<file path="config.mk">
export PLATFORM = sky130hd
export DESIGN_NAME = acr_top
export DESIGN_NICKNAME = d
export VERILOG_FILES = /design/src/acr_pkg.sv /design/src/acr_coder.sv /design/src/acr_top.sv
export SDC_FILE = /design/constraint.sdc
export NUM_CORES = 1
export LEC_CHECK = 0
export BUFFER_PORTS_ARGS = -buffer_cell sky130_fd_sc_hd__buf_2
export CORE_MARGIN = 2
export CORE_UTILIZATION = 47
export CTS_CLUSTER_DIAMETER = 60
export DETAILED_ROUTE_END_ITERATION = 16
export GPL_TIMING_DRIVEN = 0
export PLACE_DENSITY = 0.81
export SYNTH_ARGS = -nofsm -noshare
export SYNTH_HDL_FRONTEND = slang
export SYNTH_SLANG_ARGS = --single-unit
</file>
<file path="constraint.sdc">
create_clock -name clk -period 3.2 [get_ports clk]
set_input_delay 0.16 -clock clk [delete_from_list [all_inputs] [get_ports clk]]
set_output_delay 0.16 -clock clk [all_outputs]
set_load 0.005 [all_outputs]
</file>
<file path="src/acr_pkg.sv">
// Summary of operation
// RULE1: thirty-two ones on serial input reset
// RULE2: reset clears logic, filter, modulator, registers
// RULE3: same reset happens at power-up
// RULE4: host waits 500 us before accesses
// RULE5: host may resync with ones run
// RULE6: unipolar result is straight binary
// RULE7: bipolar result is offset binary
// RULE8: fixed gain 128 scales input codes
// RULE9: result width 16 or 24 bits
// RULE10: polarity bit picks unipolar or bipolar
// RULE11: burnout bit drives both currents together
// RULE12: select 111 converts supply over six
// RULE13: select 110 converts temperature sensor
// RULE14: after reset expect communication register write
// RULE15: host holds input low in continuous read
// RULE16: out-of-range results saturate, never wrap
package acr_pkg;
  localparam int          ONES_RUN_LEN   = 32;
  localparam int          ONES_CNT_W     = 6;
  localparam int          CLK_MHZ        = 25;
  localparam int          SETTLE_US      = 500;
  localparam int          SETTLE_CYCLES  = SETTLE_US * CLK_MHZ;
  localparam int          SETTLE_CNT_W   = 14;
  localparam int          WIDTH_SHORT    = 16;
  localparam int          WIDTH_LONG     = 24;
  localparam int          GAIN           = 128;
  localparam int          ACC_W          = 32;
  localparam logic [2:0]  CH_SUPPLY_MON  = 3'h7;
  localparam logic [2:0]  CH_TEMP_SENSOR = 3'h6;
  localparam logic [2:0]  CH_DEFAULT     = 3'h0;
  localparam logic        POL_DEFAULT    = 1'h0;
  localparam logic        BURN_DEFAULT   = 1'h0;

  typedef enum logic [1:0] {
    REF_EXTERNAL,
    REF_INTERNAL
  } acr_ref_type;

  typedef enum logic [1:0] {
    SRC_ANALOG_IN,
    SRC_SUPPLY_DIV6,
    SRC_TEMP_SENSOR
  } acr_src_type;

  typedef struct packed {
    logic       unipolar;
    logic       burnout_current_enable;
    logic [2:0] channelSelect;
  } acr_cfg_type;

  typedef struct packed {
    acr_src_type source;
    acr_ref_type reference;
    logic        burnSource;
    logic        burnSink;
  } acr_route_type;
endpackage

</file>
<file path="src/acr_coder.sv">
`timescale 1ns/10ps
module acr_coder
  import acr_pkg::*;
#(
  parameter int RES_W = WIDTH_LONG
) (
  // clock and reset
  input  wire logic                    clk,
  input  wire logic                    rstN,
  // input sample
  input  wire logic                    sampleValid,
  input  wire logic signed [ACC_W-1:0] sampleRatio,
  input  wire logic                    unipolar,
  // coded result
  output logic             [RES_W-1:0] resultCode,
  output logic                         resultValid
);
  // sampleRatio is AIN*128/VREF scaled by 2^(RES_W-1), signed
  localparam logic signed [ACC_W:0] MAXC = (ACC_W+1)'((64'(1) << RES_W) - 1);
  localparam logic signed [ACC_W:0] HALF = (ACC_W+1)'(64'(1) << (RES_W - 1));

  logic signed [ACC_W:0] raw;
  logic        [RES_W-1:0] codeD;

  always_comb begin
    // RULE6 RULE8 unipolar 2^N scaling
    if (unipolar) begin
      raw = {sampleRatio, 1'b0};
    // RULE7 RULE8 bipolar offset binary
    end else begin
      raw = {sampleRatio[ACC_W-1], sampleRatio} + HALF;
    end
    // RULE16 clamp not wrap
    if (raw < 0) begin
      codeD = '0;
    end else if (raw > MAXC) begin
      codeD = '1;
    end else begin
      codeD = raw[RES_W-1:0];
    end
  end

  always_ff @(posedge clk or negedge rstN) begin
    if (!rstN) begin
      resultCode  <= '0;
      resultValid <= 1'b0;
    end else begin
      resultValid <= sampleValid;
      if (sampleValid) begin
        resultCode <= codeD;
      end
    end
  end
endmodule

</file>
<file path="src/acr_top.sv">
`timescale 1ns/10ps
module acr_top
  import acr_pkg::*;
#(
  parameter int SETTLE_COUNT = SETTLE_CYCLES,
  parameter int RES_W        = WIDTH_LONG
) (
  // clock and reset
  input  wire logic                    clk,
  input  wire logic                    rst_n,
  // serial data input, bit strobe
  input  wire logic                    serialBit,
  input  wire logic                    serialStrobe,
  // configuration from register file
  input  wire logic                    cfgWrite,
  input  wire acr_cfg_type             cfgIn,
  // modulator sample
  input  wire logic                    sampleValid,
  input  wire logic signed [ACC_W-1:0] sampleRatio,
  // outputs
  output acr_cfg_type                  cfgOut,
  output acr_route_type                route,
  output logic                         coreReset,
  output logic                         ready,
  output logic                         expectCommWrite,
  output logic             [RES_W-1:0] resultCode,
  output logic                         resultValid
);
  logic                    rstSync1_q;
  logic                    rstSync2_q;
  logic [ONES_CNT_W-1:0]   onesCnt_q;
  logic                    softReset;
  logic [SETTLE_CNT_W-1:0] settle_q;
  logic                    rstN;
  acr_cfg_type             cfg_q;

  // RULE3 power-up reset
  always_ff @(posedge clk or negedge rst_n) begin
    if (!rst_n) begin
      rstSync1_q <= 1'b0;
      rstSync2_q <= 1'b0;
    end else begin
      rstSync1_q <= 1'b1;
      rstSync2_q <= rstSync1_q;
    end
  end

  // RULE1 count consecutive ones
  always_ff @(posedge clk or negedge rstSync2_q) begin
    if (!rstSync2_q) begin
      onesCnt_q <= '0;
    end else if (softReset) begin
      onesCnt_q <= '0;
    end else if (serialStrobe) begin
      onesCnt_q <= serialBit ? onesCnt_q + 1'b1 : '0;
    end
  end

  assign softReset = serialStrobe && serialBit &&
                     (onesCnt_q == ONES_CNT_W'(ONES_RUN_LEN - 1));

  // RULE2 core reset copy
  always_ff @(posedge clk or negedge rstSync2_q) begin
    if (!rstSync2_q) begin
      coreReset <= 1'b1;
    end else begin
      coreReset <= softReset;
    end
  end

  assign rstN = rstSync2_q && !coreReset;

  // RULE4 settle window flag
  always_ff @(posedge clk or negedge rstN) begin
    if (!rstN) begin
      settle_q <= '0;
    end else if (settle_q != SETTLE_CNT_W'(SETTLE_COUNT)) begin
      settle_q <= settle_q + 1'b1;
    end
  end

  assign ready = (settle_q == SETTLE_CNT_W'(SETTLE_COUNT));

  // RULE14 expect comm write
  always_ff @(posedge clk or negedge rstN) begin
    if (!rstN) begin
      expectCommWrite <= 1'b1;
    end else if (serialStrobe) begin
      expectCommWrite <= 1'b0;
    end
  end

  // RULE2 registers default
  always_ff @(posedge clk or negedge rstN) begin
    if (!rstN) begin
      cfg_q <= '{unipolar: POL_DEFAULT, burnout_current_enable: BURN_DEFAULT,
                 channelSelect: CH_DEFAULT};
    end else if (cfgWrite) begin
      cfg_q <= cfgIn;
    end
  end

  assign cfgOut = cfg_q;

  always_ff @(posedge clk or negedge rstN) begin
    if (!rstN) begin
      route <= '{source: SRC_ANALOG_IN, reference: REF_EXTERNAL,
                 burnSource: 1'b0, burnSink: 1'b0};
    end else begin
      // RULE11 both currents together
      route.burnSource <= cfg_q.burnout_current_enable;
      route.burnSink   <= cfg_q.burnout_current_enable;
      // RULE12 supply monitor
      if (cfg_q.channelSelect == CH_SUPPLY_MON) begin
        route.source    <= SRC_SUPPLY_DIV6;
        route.reference <= REF_INTERNAL;
      // RULE13 temperature sensor
      end else if (cfg_q.channelSelect == CH_TEMP_SENSOR) begin
        route.source    <= SRC_TEMP_SENSOR;
        route.reference <= REF_INTERNAL;
      end else begin
        route.source    <= SRC_ANALOG_IN;
        route.reference <= REF_EXTERNAL;
      end
    end
  end

  // RULE9 RULE10 width and polarity
  acr_coder #(
    .RES_W (RES_W)
  ) uCoder (
    .clk         (clk),
    .rstN        (rstN),
    .sampleValid (sampleValid),
    .sampleRatio (sampleRatio),
    .unipolar    (cfg_q.unipolar),
    .resultCode  (resultCode),
    .resultValid (resultValid)
  );
endmodule

</file>
Yosys cells after proc, flatten, opt, wreduce, memory -nomap -nowiden
Cells that the tools add are included.

word-level totals
  bits in registers = 59
  bits of input ports = 43
  logic and storage cells = 37

cells by class
  $add $sub $neg = 3
  magnitude comparators = 2
  equality and inequality tests = 5
  mux-type cells = 8
  reductions and logical operators = 5

operators by type and width
  operator                                                         number
  2-to-1 mux 24 bit                                                2
  adder 32 x 25 -> 33 bit, second input constant                   1
  greater-than comparator 33 x 25 -> 1 bit, second input constant  1
  < comparator 33 x 1 -> 1 bit, second input constant              1
  2-to-1 mux 33 bit                                                1
  2-to-1 mux 6 bit                                                 3
  adder 14 x 1 -> 14 bit, second input constant                    1
  equality test 14 bit, second input constant                      1
  != test 14 bit, second input constant                            1
  2-to-1 mux 4 bit                                                 2
  adder 6 x 1 -> 6 bit, second input constant                      1
  equality test 3 bit, second input constant                       2
  equality test 6 x 5 -> 1 bit, second input constant              1
  logical AND 1 bit                                                3
  nonzero test 2 bit                                               1
  logical NOT 1 bit                                                1

Depth between registers and ports, before layout
Gate-level depths: netlist (run 1).

  depth in word-level cells = 5
  mapped depth = 7

Cells and area by module
From an unflattened synthesis (run 1), not the netlist that was laid out.

second synthesis, totals
  cells, all modules = 262
  area, all modules = 2781.4 um2

by module, submodules not included
  module     times used  cells an instance  area an instance (um2)  sequential area each (um2)
  acr_top    1           124                1431.4                  828.3
  acr_coder  1           138                1350.0                  625.6

Worst setup path before layout (run 1)
OpenSTA, ideal clock, no wires.

  path kind = flip-flop to flip-flop
  start = reg onesCnt_q[0]
  end = reg onesCnt_q[3]
  library setup time = 149 ps
  arrival time = 1547 ps
  data required time = 3051 ps
  slack = 1504 ps
  stages on the path, launching flop included = 7
  buffers on the path = 0
  cells stage by stage = dfrtp_1 -> ha_1 -> nand3_1 -> o311ai_0 -> o21ai_0 -> nand2_1 -> o31ai_1

on the way
  word-level cells in the longest chain between the ends = 4

RTL lines
  what                    RTL line       source
  start, declared         acr_top.sv:31  logic [ONES_CNT_W-1:0] onesCnt_q;
  start signal, assigned  acr_top.sv:55  onesCnt_q <= serialBit ? onesCnt_q + 1'b1 : '0;
  adder 6 x 1 -> 6 bit    acr_top.sv:55
  2-to-1 mux 6 bit        acr_top.sv:55
  2-to-1 mux 6 bit        acr_top.sv:54  end else if (serialStrobe) begin
  2-to-1 mux 6 bit        acr_top.sv:52  end else if (softReset) begin

Several ways; a longest one is shown, not always the timed one. The select of a mux whose other input is x is not followed.
A chain may end at the register's enable or synchronous reset.

Worst setup path after layout (run 1)
Same ends and word-level chain as after synthesis.

==> flow_summary.json, run 1 <==
{
  "finalSetupTns_ps": 0,
  "cp_max_fo": 5,
  "post_drt_via_cell_ratio": 5.37,
  "syn_inst": 263,
  "synth_top_area_share": 0.481,
  "grt_pass1_wl_mm": 10.1,
  "p_total_w": 0.00182,
  "tritoncts": "yes",
  "synth_compound_area_frac": 0.159,
  "cts_root_buf": "clkbuf_8",
  "fin_crit_sh": 0.633,
  "worst_pin_slew_ps": 914,
  "combPwrFrac": 0.143,
  "n_antenna_cell": 0,
  "cts_sinks": 58,
  "setup_ws_ps": 1170,
  "dr.pass1.iters": 6,
  "switchingPower_w": 0.000458,
  "synth_edf_count": 0,
  "maxCapViolations": 0,
  "grt_max_degree": 28,
  "crit_required_ps": 3390,
  "async_flop_share": 1.00,
  "die_height_um": 82.7,
  "std_cell_rows": 28,
  "fin_crit_ps": 2030,
  "syn_area_sq_um": 2910,
  "holdWs_ps": 43.1,
  "yosysTopAreaCell": "dfrtp_1",
  "antenna_found_initial": 0,
  "fin_nets": 403,
  "setup_viol": 0,
  "finClkSkew_ps": 7.37,
  "ys_top_cells_by_area": "dfrtp_1, mux2i_1, a21oi_2",
  "rsz0062_at_grt": "false",
  "hpwlAfterDp_mm": 4.71,
  "cts.htree.levels": 3,
  "drv_slew": 0,
  "power_frac_seq": 0.449,
  "intPower_w": 0.00136,
  "syn_nets": 310,
  "wl_per_cell_um": 14.8,
  "yosys.cell_types.count": 49,
  "place.gp.congestion": 0.813,
  "clock_path_buffers": 2,
  "grt_use_total": 0.195,
  "grt_pass1_vias": 2238,
  "clkLatencyLatePin_ps": 330,
  "port_buffers": 80,
  "core_region_area_sq_um": 5960,
  "cts-resized-gates": 0,
  "maxSlewHeadroom": 0.383,
  "drc": 0,
  "max_freq_mhz": 494,
  "synthXorXnorAreaFrac": 0.0421,
  "swShare": 0.252,
  "vdd_ir_drop_max_mv": 0.284,
  "cp-start-kind": "flip-flop",
  "synth_mux_area_frac": 0.0945,
  "cts_inserted_buffers": 9,
  "cts_setup_buffers": 0,
  "grt_overflow": 0,
  "critPathKind": "reg -> reg",
  "drive_gt1_frac": 0.393,
  "synth_top_family_by_area": "compound AO/OA/AOI/OAI gates",
  "ys_seq_area_frac": 0.499,
  "dp_slack_ps": 1170,
  "yosys_warnings": 0,
  "clkPwrFrac": 0.408,
  "clkSlewWorstSetupHoldPaths_ps": 60,
  "syn_avg_cell_area_sq_um": 11.1,
  "endpoint_kind": "flip-flop",
  "io-pin-count": 82,
  "ys_ff_latch": 58,
  "yosys.area_share.simple": 0.141,
  "final_core_util": 0.615,
  "initial_utilization": 0.489,
  "p_leak_nw": 1.68,
  "dr_total_vias": 2343,
  "hp-class": "in -> reg",
  "p_per_area_nw_per_um2": 497,
  "postRouteAntennaNets": 0,
  "finalHoldViolCount": 0,
  "die_area_sq_um": 6840,
  "wirelength_mm": 6.43,
  "die_w_um": 82.7,
  "outcome": "finished clean",
  "syn_to_final_growth_pct": 25.8,
  "drt_first_iter_violations": 99,
  "arrival_ps": 2210,
  "synth_adder_area_share": 0.0172,
  "synth-main-ff-cell": "dfrtp_1"
}
## worst paths after layout
check / start / slack, ps / endpoint / cells past startpoint
setup reg to reg: onesCnt_q[0]$_DFFE_PN0P_ / 1170 / onesCnt_q[3]$_DFFE_PN0P_ / 6
max in group asynchronous: rstSync2_q$_DFF_PN0_ / 1920 / uCoder.resultCode[13]$_DFFE_PN0P_ / 2
hold / removal: serialBit / 40 / coreReset$_DFF_PN1_ / 3
setup / recovery: onesCnt_q[0]$_DFFE_PN0P_ / 1170 / onesCnt_q[3]$_DFFE_PN0P_ / 6
min in group asynchronous: rstSync2_q$_DFF_PN0_ / 130 / onesCnt_q[3]$_DFFE_PN0P_ / 0
hold reg to reg: rstSync2_q$_DFF_PN0_ / 130 / onesCnt_q[3]$_DFFE_PN0P_ / 0
## sequential cells by signal (all words and copies together) (netlist names)
register / cells
settle_q: 14
uCoder.resultValid: 1
route: 4
rstSync2_q: 1
uCoder.resultCode: 24
expectCommWrite: 1
cfgOut: 5
onesCnt_q: 6
coreReset: 1
rstSync1_q: 1
## power groups by stage
stage	Sequential [W]	Combinational, W	Clock [W]
after floorplan	0.000829	0.000145	0
final	0.000817	0.000260	0.000743
after global placement	0.000827	0.000249	0
after detailed placement	0.000830	0.000260	0
after global routing	0.000823	0.000292	0.000790
after CTS	0.000817	0.000262	0.000758
## cell families after synthesis
family	after synthesis
flops	58
other cells	2
buf+inv	22
mux	27
fa+ha+maj	4
xor+xnor	14
simple gates	67
compound gates	69
## metal layers
layer,track usage,wire (um),vias to the layer above
met3,0.0522,429,7
li1,-,-,1129
met2,0.295,3180,62
met5,0,0,-
met1,0.256,2730,1145
met4,0.102,87,0
## placed cells by master (no fill, tap or decap), types with 2 or more instances in the layout
master	instances
a21oi_2	21
a21oi_1	6
dfstp_2	2
o21ai_0	11
conb_1	2
nor2b_1	4
buf_2	83
bufinv_16	2
o21ai_2	2
mux2i_1	23
and2_1	2
nand3_1	12
clkinv_2	2
xnor2_1	10
dfrtp_1	56
clkbuf_1	4
nor4b_2	2
mux2_2	4
nand2_1	17
buf_6	4
nor3_1	4
nor4_1	2
o22ai_1	3
nand4_1	2
and4_1	2
buf_4	3
inv_1	9
and3_1	4
clkbuf_8	10
ha_1	4
o21ai_1	18
nor2_1	4
xor2_1	4
## final cells by class
class                           count  area (sq um)
Buffer                             13          93.8
Clock buffer                       11           141
Clock inverter                      5          77.6
Fill cell                         487          2290
Inverter                            9          33.8
Multi-Input combinational cell    183          1340
Sequential cell                    58          1450
Tap cell                           75          93.8
Timing Repair Buffer               82           430
## worst max-delay path: stages, from the launching register on
cell and delay (ps):
dfrtp_1 400, ha_1 200, nand3_1 140, o311ai_0 790, o21ai_0 180, nand2_1 110, o31ai_1 60
## metrics by stage
step                std cells  area [sq um]
floorplan                 263          2910
global placement          418          3410
detailed placement        419          3430
CTS                       436          3660
global route              436          3660
finish                    436          3660
## synth_stat cells, types with 4 or more instances
cell,n
dfrtp_1,56
mux2i_1,23
a21oi_2,21
o21ai_1,18
nand2_1,17
nand3_1,12
o21ai_0,11
xnor2_1,10
inv_1,9
a21oi_1,6
nor2b_1,5
and3_1,4
buf_6,4
ha_1,4
mux2_2,4
nor2_1,4
nor3_1,4
xor2_1,4
## repair_timing
item                                   4_1_cts  5_1_grt
hold buffers                                 1        0
setup endpoints to repair                    0        0
endpoints found under the hold margin        2        0
Note: power is estimated with default switching activity, not from simulation.
==> run 2, diff against run 1 <==
==> constraint.sdc (replaced) <==
create_clock -name clk -period 1.7 [get_ports clk]
set_input_delay 0.085 -clock clk [delete_from_list [all_inputs] [get_ports clk]]
set_output_delay 0.085 -clock clk [all_outputs]
set_load 0.005 [all_outputs]
==> flow_summary.json, run 2 (synthesis gave the netlist of run 1 again) <==
{
  "outcome": "finished clean",
  "fin_crit_sh": 0.989,
  "cts_inserted_buffers": 9,
  "rsz0062_at_grt": "true",
  "rr_endpoint": "uCoder.resultCode[12]$_DFFE_PN0P_",
  "drc": 0,
  "r2r_slack_ps": 20,
  "clkSlewWorstSetupHoldPaths_ps": 70,
  "place.gp.congestion": 0.779,
  "cts.htree.levels": 3,
  "worst_pin_slew_ps": 751,
  "dr_total_vias": 2401,
  "critPathMaxStageDelay_ps": 430,
  "hpwlAfterDp_mm": 4.45,
  "largest_reg_flops": 24,
  "layout_common_cells": "buf_2, dfrtp_1, mux2i_1",
  "cp_cell_sequence": "a21o_1, a221oi_2, o2bb2ai_2, nor3_4, buf_12, buf_6, a21oi_2",
  "wirelength_mm": 7.07,
  "timing.critical_path.from": "cfgOut[4]$_DFFE_PN0P_",
  "maxCapViolations": 0,
  "grt_overflow": 0,
  "antenna_found_initial": 0,
  "layout_commonest_cell": "buf_2",
  "r2r_cells": 7,
  "tritoncts": "yes",
  "n_antenna_cell": 0,
  "worst_path_max_delay_cell": "dfrtp_1",
  "io-pin-count": 82,
  "cts_root_buf": "clkbuf_8",
  "grt_use_total": 0.199,
  "finalHoldViolCount": 0,
  "grt_use_met2": 0.290,
  "syn_to_final_growth_pct": 34.0,
  "top_usage_layer": "met2",
  "grt_pass1_vias": 2131,
  "drv_slew": 0,
  "gr-usage-met3": 0.0652,
  "reg_top3": "uCoder.resultCode (24), settle_q (14), onesCnt_q (6)",
  "die_height_um": 82.7,
  "die_w_um": 82.7,
  "clkLatencyLatePin_ps": 330,
  "critPathKind": "reg -> reg",
  "port_buffers": 80,
  "cts_sinks": 58,
  "p_per_area_nw_per_um2": 823,
  "finClkSkew_ps": 7.15,
  "grt_max_degree": 26,
  "hp-class": "in -> reg",
  "endpoint": "uCoder.resultCode[12]$_DFFE_PN0P_",
  "clock_path_buffers": 2,
  "post_drt_via_cell_ratio": 5.28,
  "cp-start-kind": "flip-flop",
  "vdd_ir_drop_max_mv": 0.468,
  "setup_viol": 0,
  "drt_first_iter_violations": 92,
  "finalSetupTns_ps": 0,
  "holdWs_ps": 21.3,
  "r2r_start": "cfgOut[4]$_DFFE_PN0P_",
  "endpoint_kind": "flip-flop",
  "max_freq_mhz": 595,
  "core_region_area_sq_um": 5960,
  "wl_per_cell_um": 15.5,
  "die_area_sq_um": 6840,
  "postRouteAntennaNets": 0,
  "top_register": "uCoder.resultCode",
  "std_cell_rows": 28,
  "grt_pass1_wl_mm": 10.2,
  "fin_crit_ps": 1680,
  "fin_nets": 422,
  "initial_utilization": 0.489,
  "p_leak_nw": 1.79,
  "cp_max_fo": 5,
  "drive_gt1_frac": 0.437,
  "crit_required_ps": 1910,
  "maxSlewHeadroom": 0.498,
  "use_met1": 0.274,
  "arrival_ps": 1890,
  "dr.pass1.iters": 4
}
[run 2: how the worst min path moves through the flow]
stage                   start                                to  depth (start not counted)
2_1_floorplan           rst_n              rstSync1_q$_DFF_PN0_                          0
3_3_place_gp            rst_n              rstSync1_q$_DFF_PN0_                          1
5_1_grt        sampleRatio[0]  uCoder.resultCode[0]$_DFFE_PN0P_                          3
4_1_cts        sampleRatio[0]  uCoder.resultCode[0]$_DFFE_PN0P_                          3
6_report       sampleRatio[0]  uCoder.resultCode[0]$_DFFE_PN0P_                          3
3_5_place_dp            rst_n              rstSync1_q$_DFF_PN0_                          1
[run 2: timing repair]
item	in CTS	in global routing
hold buffers	8	0
hold endpoints to repair	9	0
gates resized for setup	8	24
setup buffers	1	7
gates cloned	1	4
endpoints found under the setup margin	75	24
pin swaps	2	7
[run 2: layout make-up]
| type | instances | area, sq um |
|---|---|---|
| multi-input combinational | 184 | 1450 |
| buffer | 13 | 101 |
| clock buffer | 13 | 159 |
| sequential | 58 | 1460 |
| clock inverter | 3 | 15.0 |
| tap | 75 | 93.8 |
| fill | 479 | 2050 |
| timing repair buffer | 100 | 594 |
| inverter | 9 | 33.8 |
[run 2: worst max-delay path: cells and delay by family (launching register included)]
family,cells,cell delay [ps]
buffers and inverters,2,280
DFF,1,430
AOI/OAI and AO/OA,4,610
and+or+nand+nor,1,230
[run 2: report_power, final]
part	total (W)	internal [W]	switching, W
clock	0.00114	0.000602	0.000536
combinational	0.000535	0.000258	0.000277
sequential	0.00154	0.00147	0.0000644
total	0.00321	0.00233	0.000878
[run 2: layer usage]
metal | vias up | wire length, um
li1 | 1172 | -
met1 | 1143 | 3140
met2 | 74 | 3390
met3 | 12 | 428
met4 | 0 | 109
met5 | - | 0
[run 2: through the flow]
stage | instances | area [sq um] | setup WS, ps | util | total power, W
6_report | 455 | 3900 | 19.4 | 0.655 | 0.00321
5_1_grt | 455 | 3900 | -69.2 | 0.655 | 0.00338
2_1_floorplan | 263 | 2920 | 4.10 | - | 0.00184
4_1_cts | 444 | 3720 | 5.62 | 0.625 | 0.00321
3_3_place_gp | 418 | 3410 | -255 | 0.573 | 0.00203
3_5_place_dp | 418 | 3410 | -277 | 0.573 | 0.00204
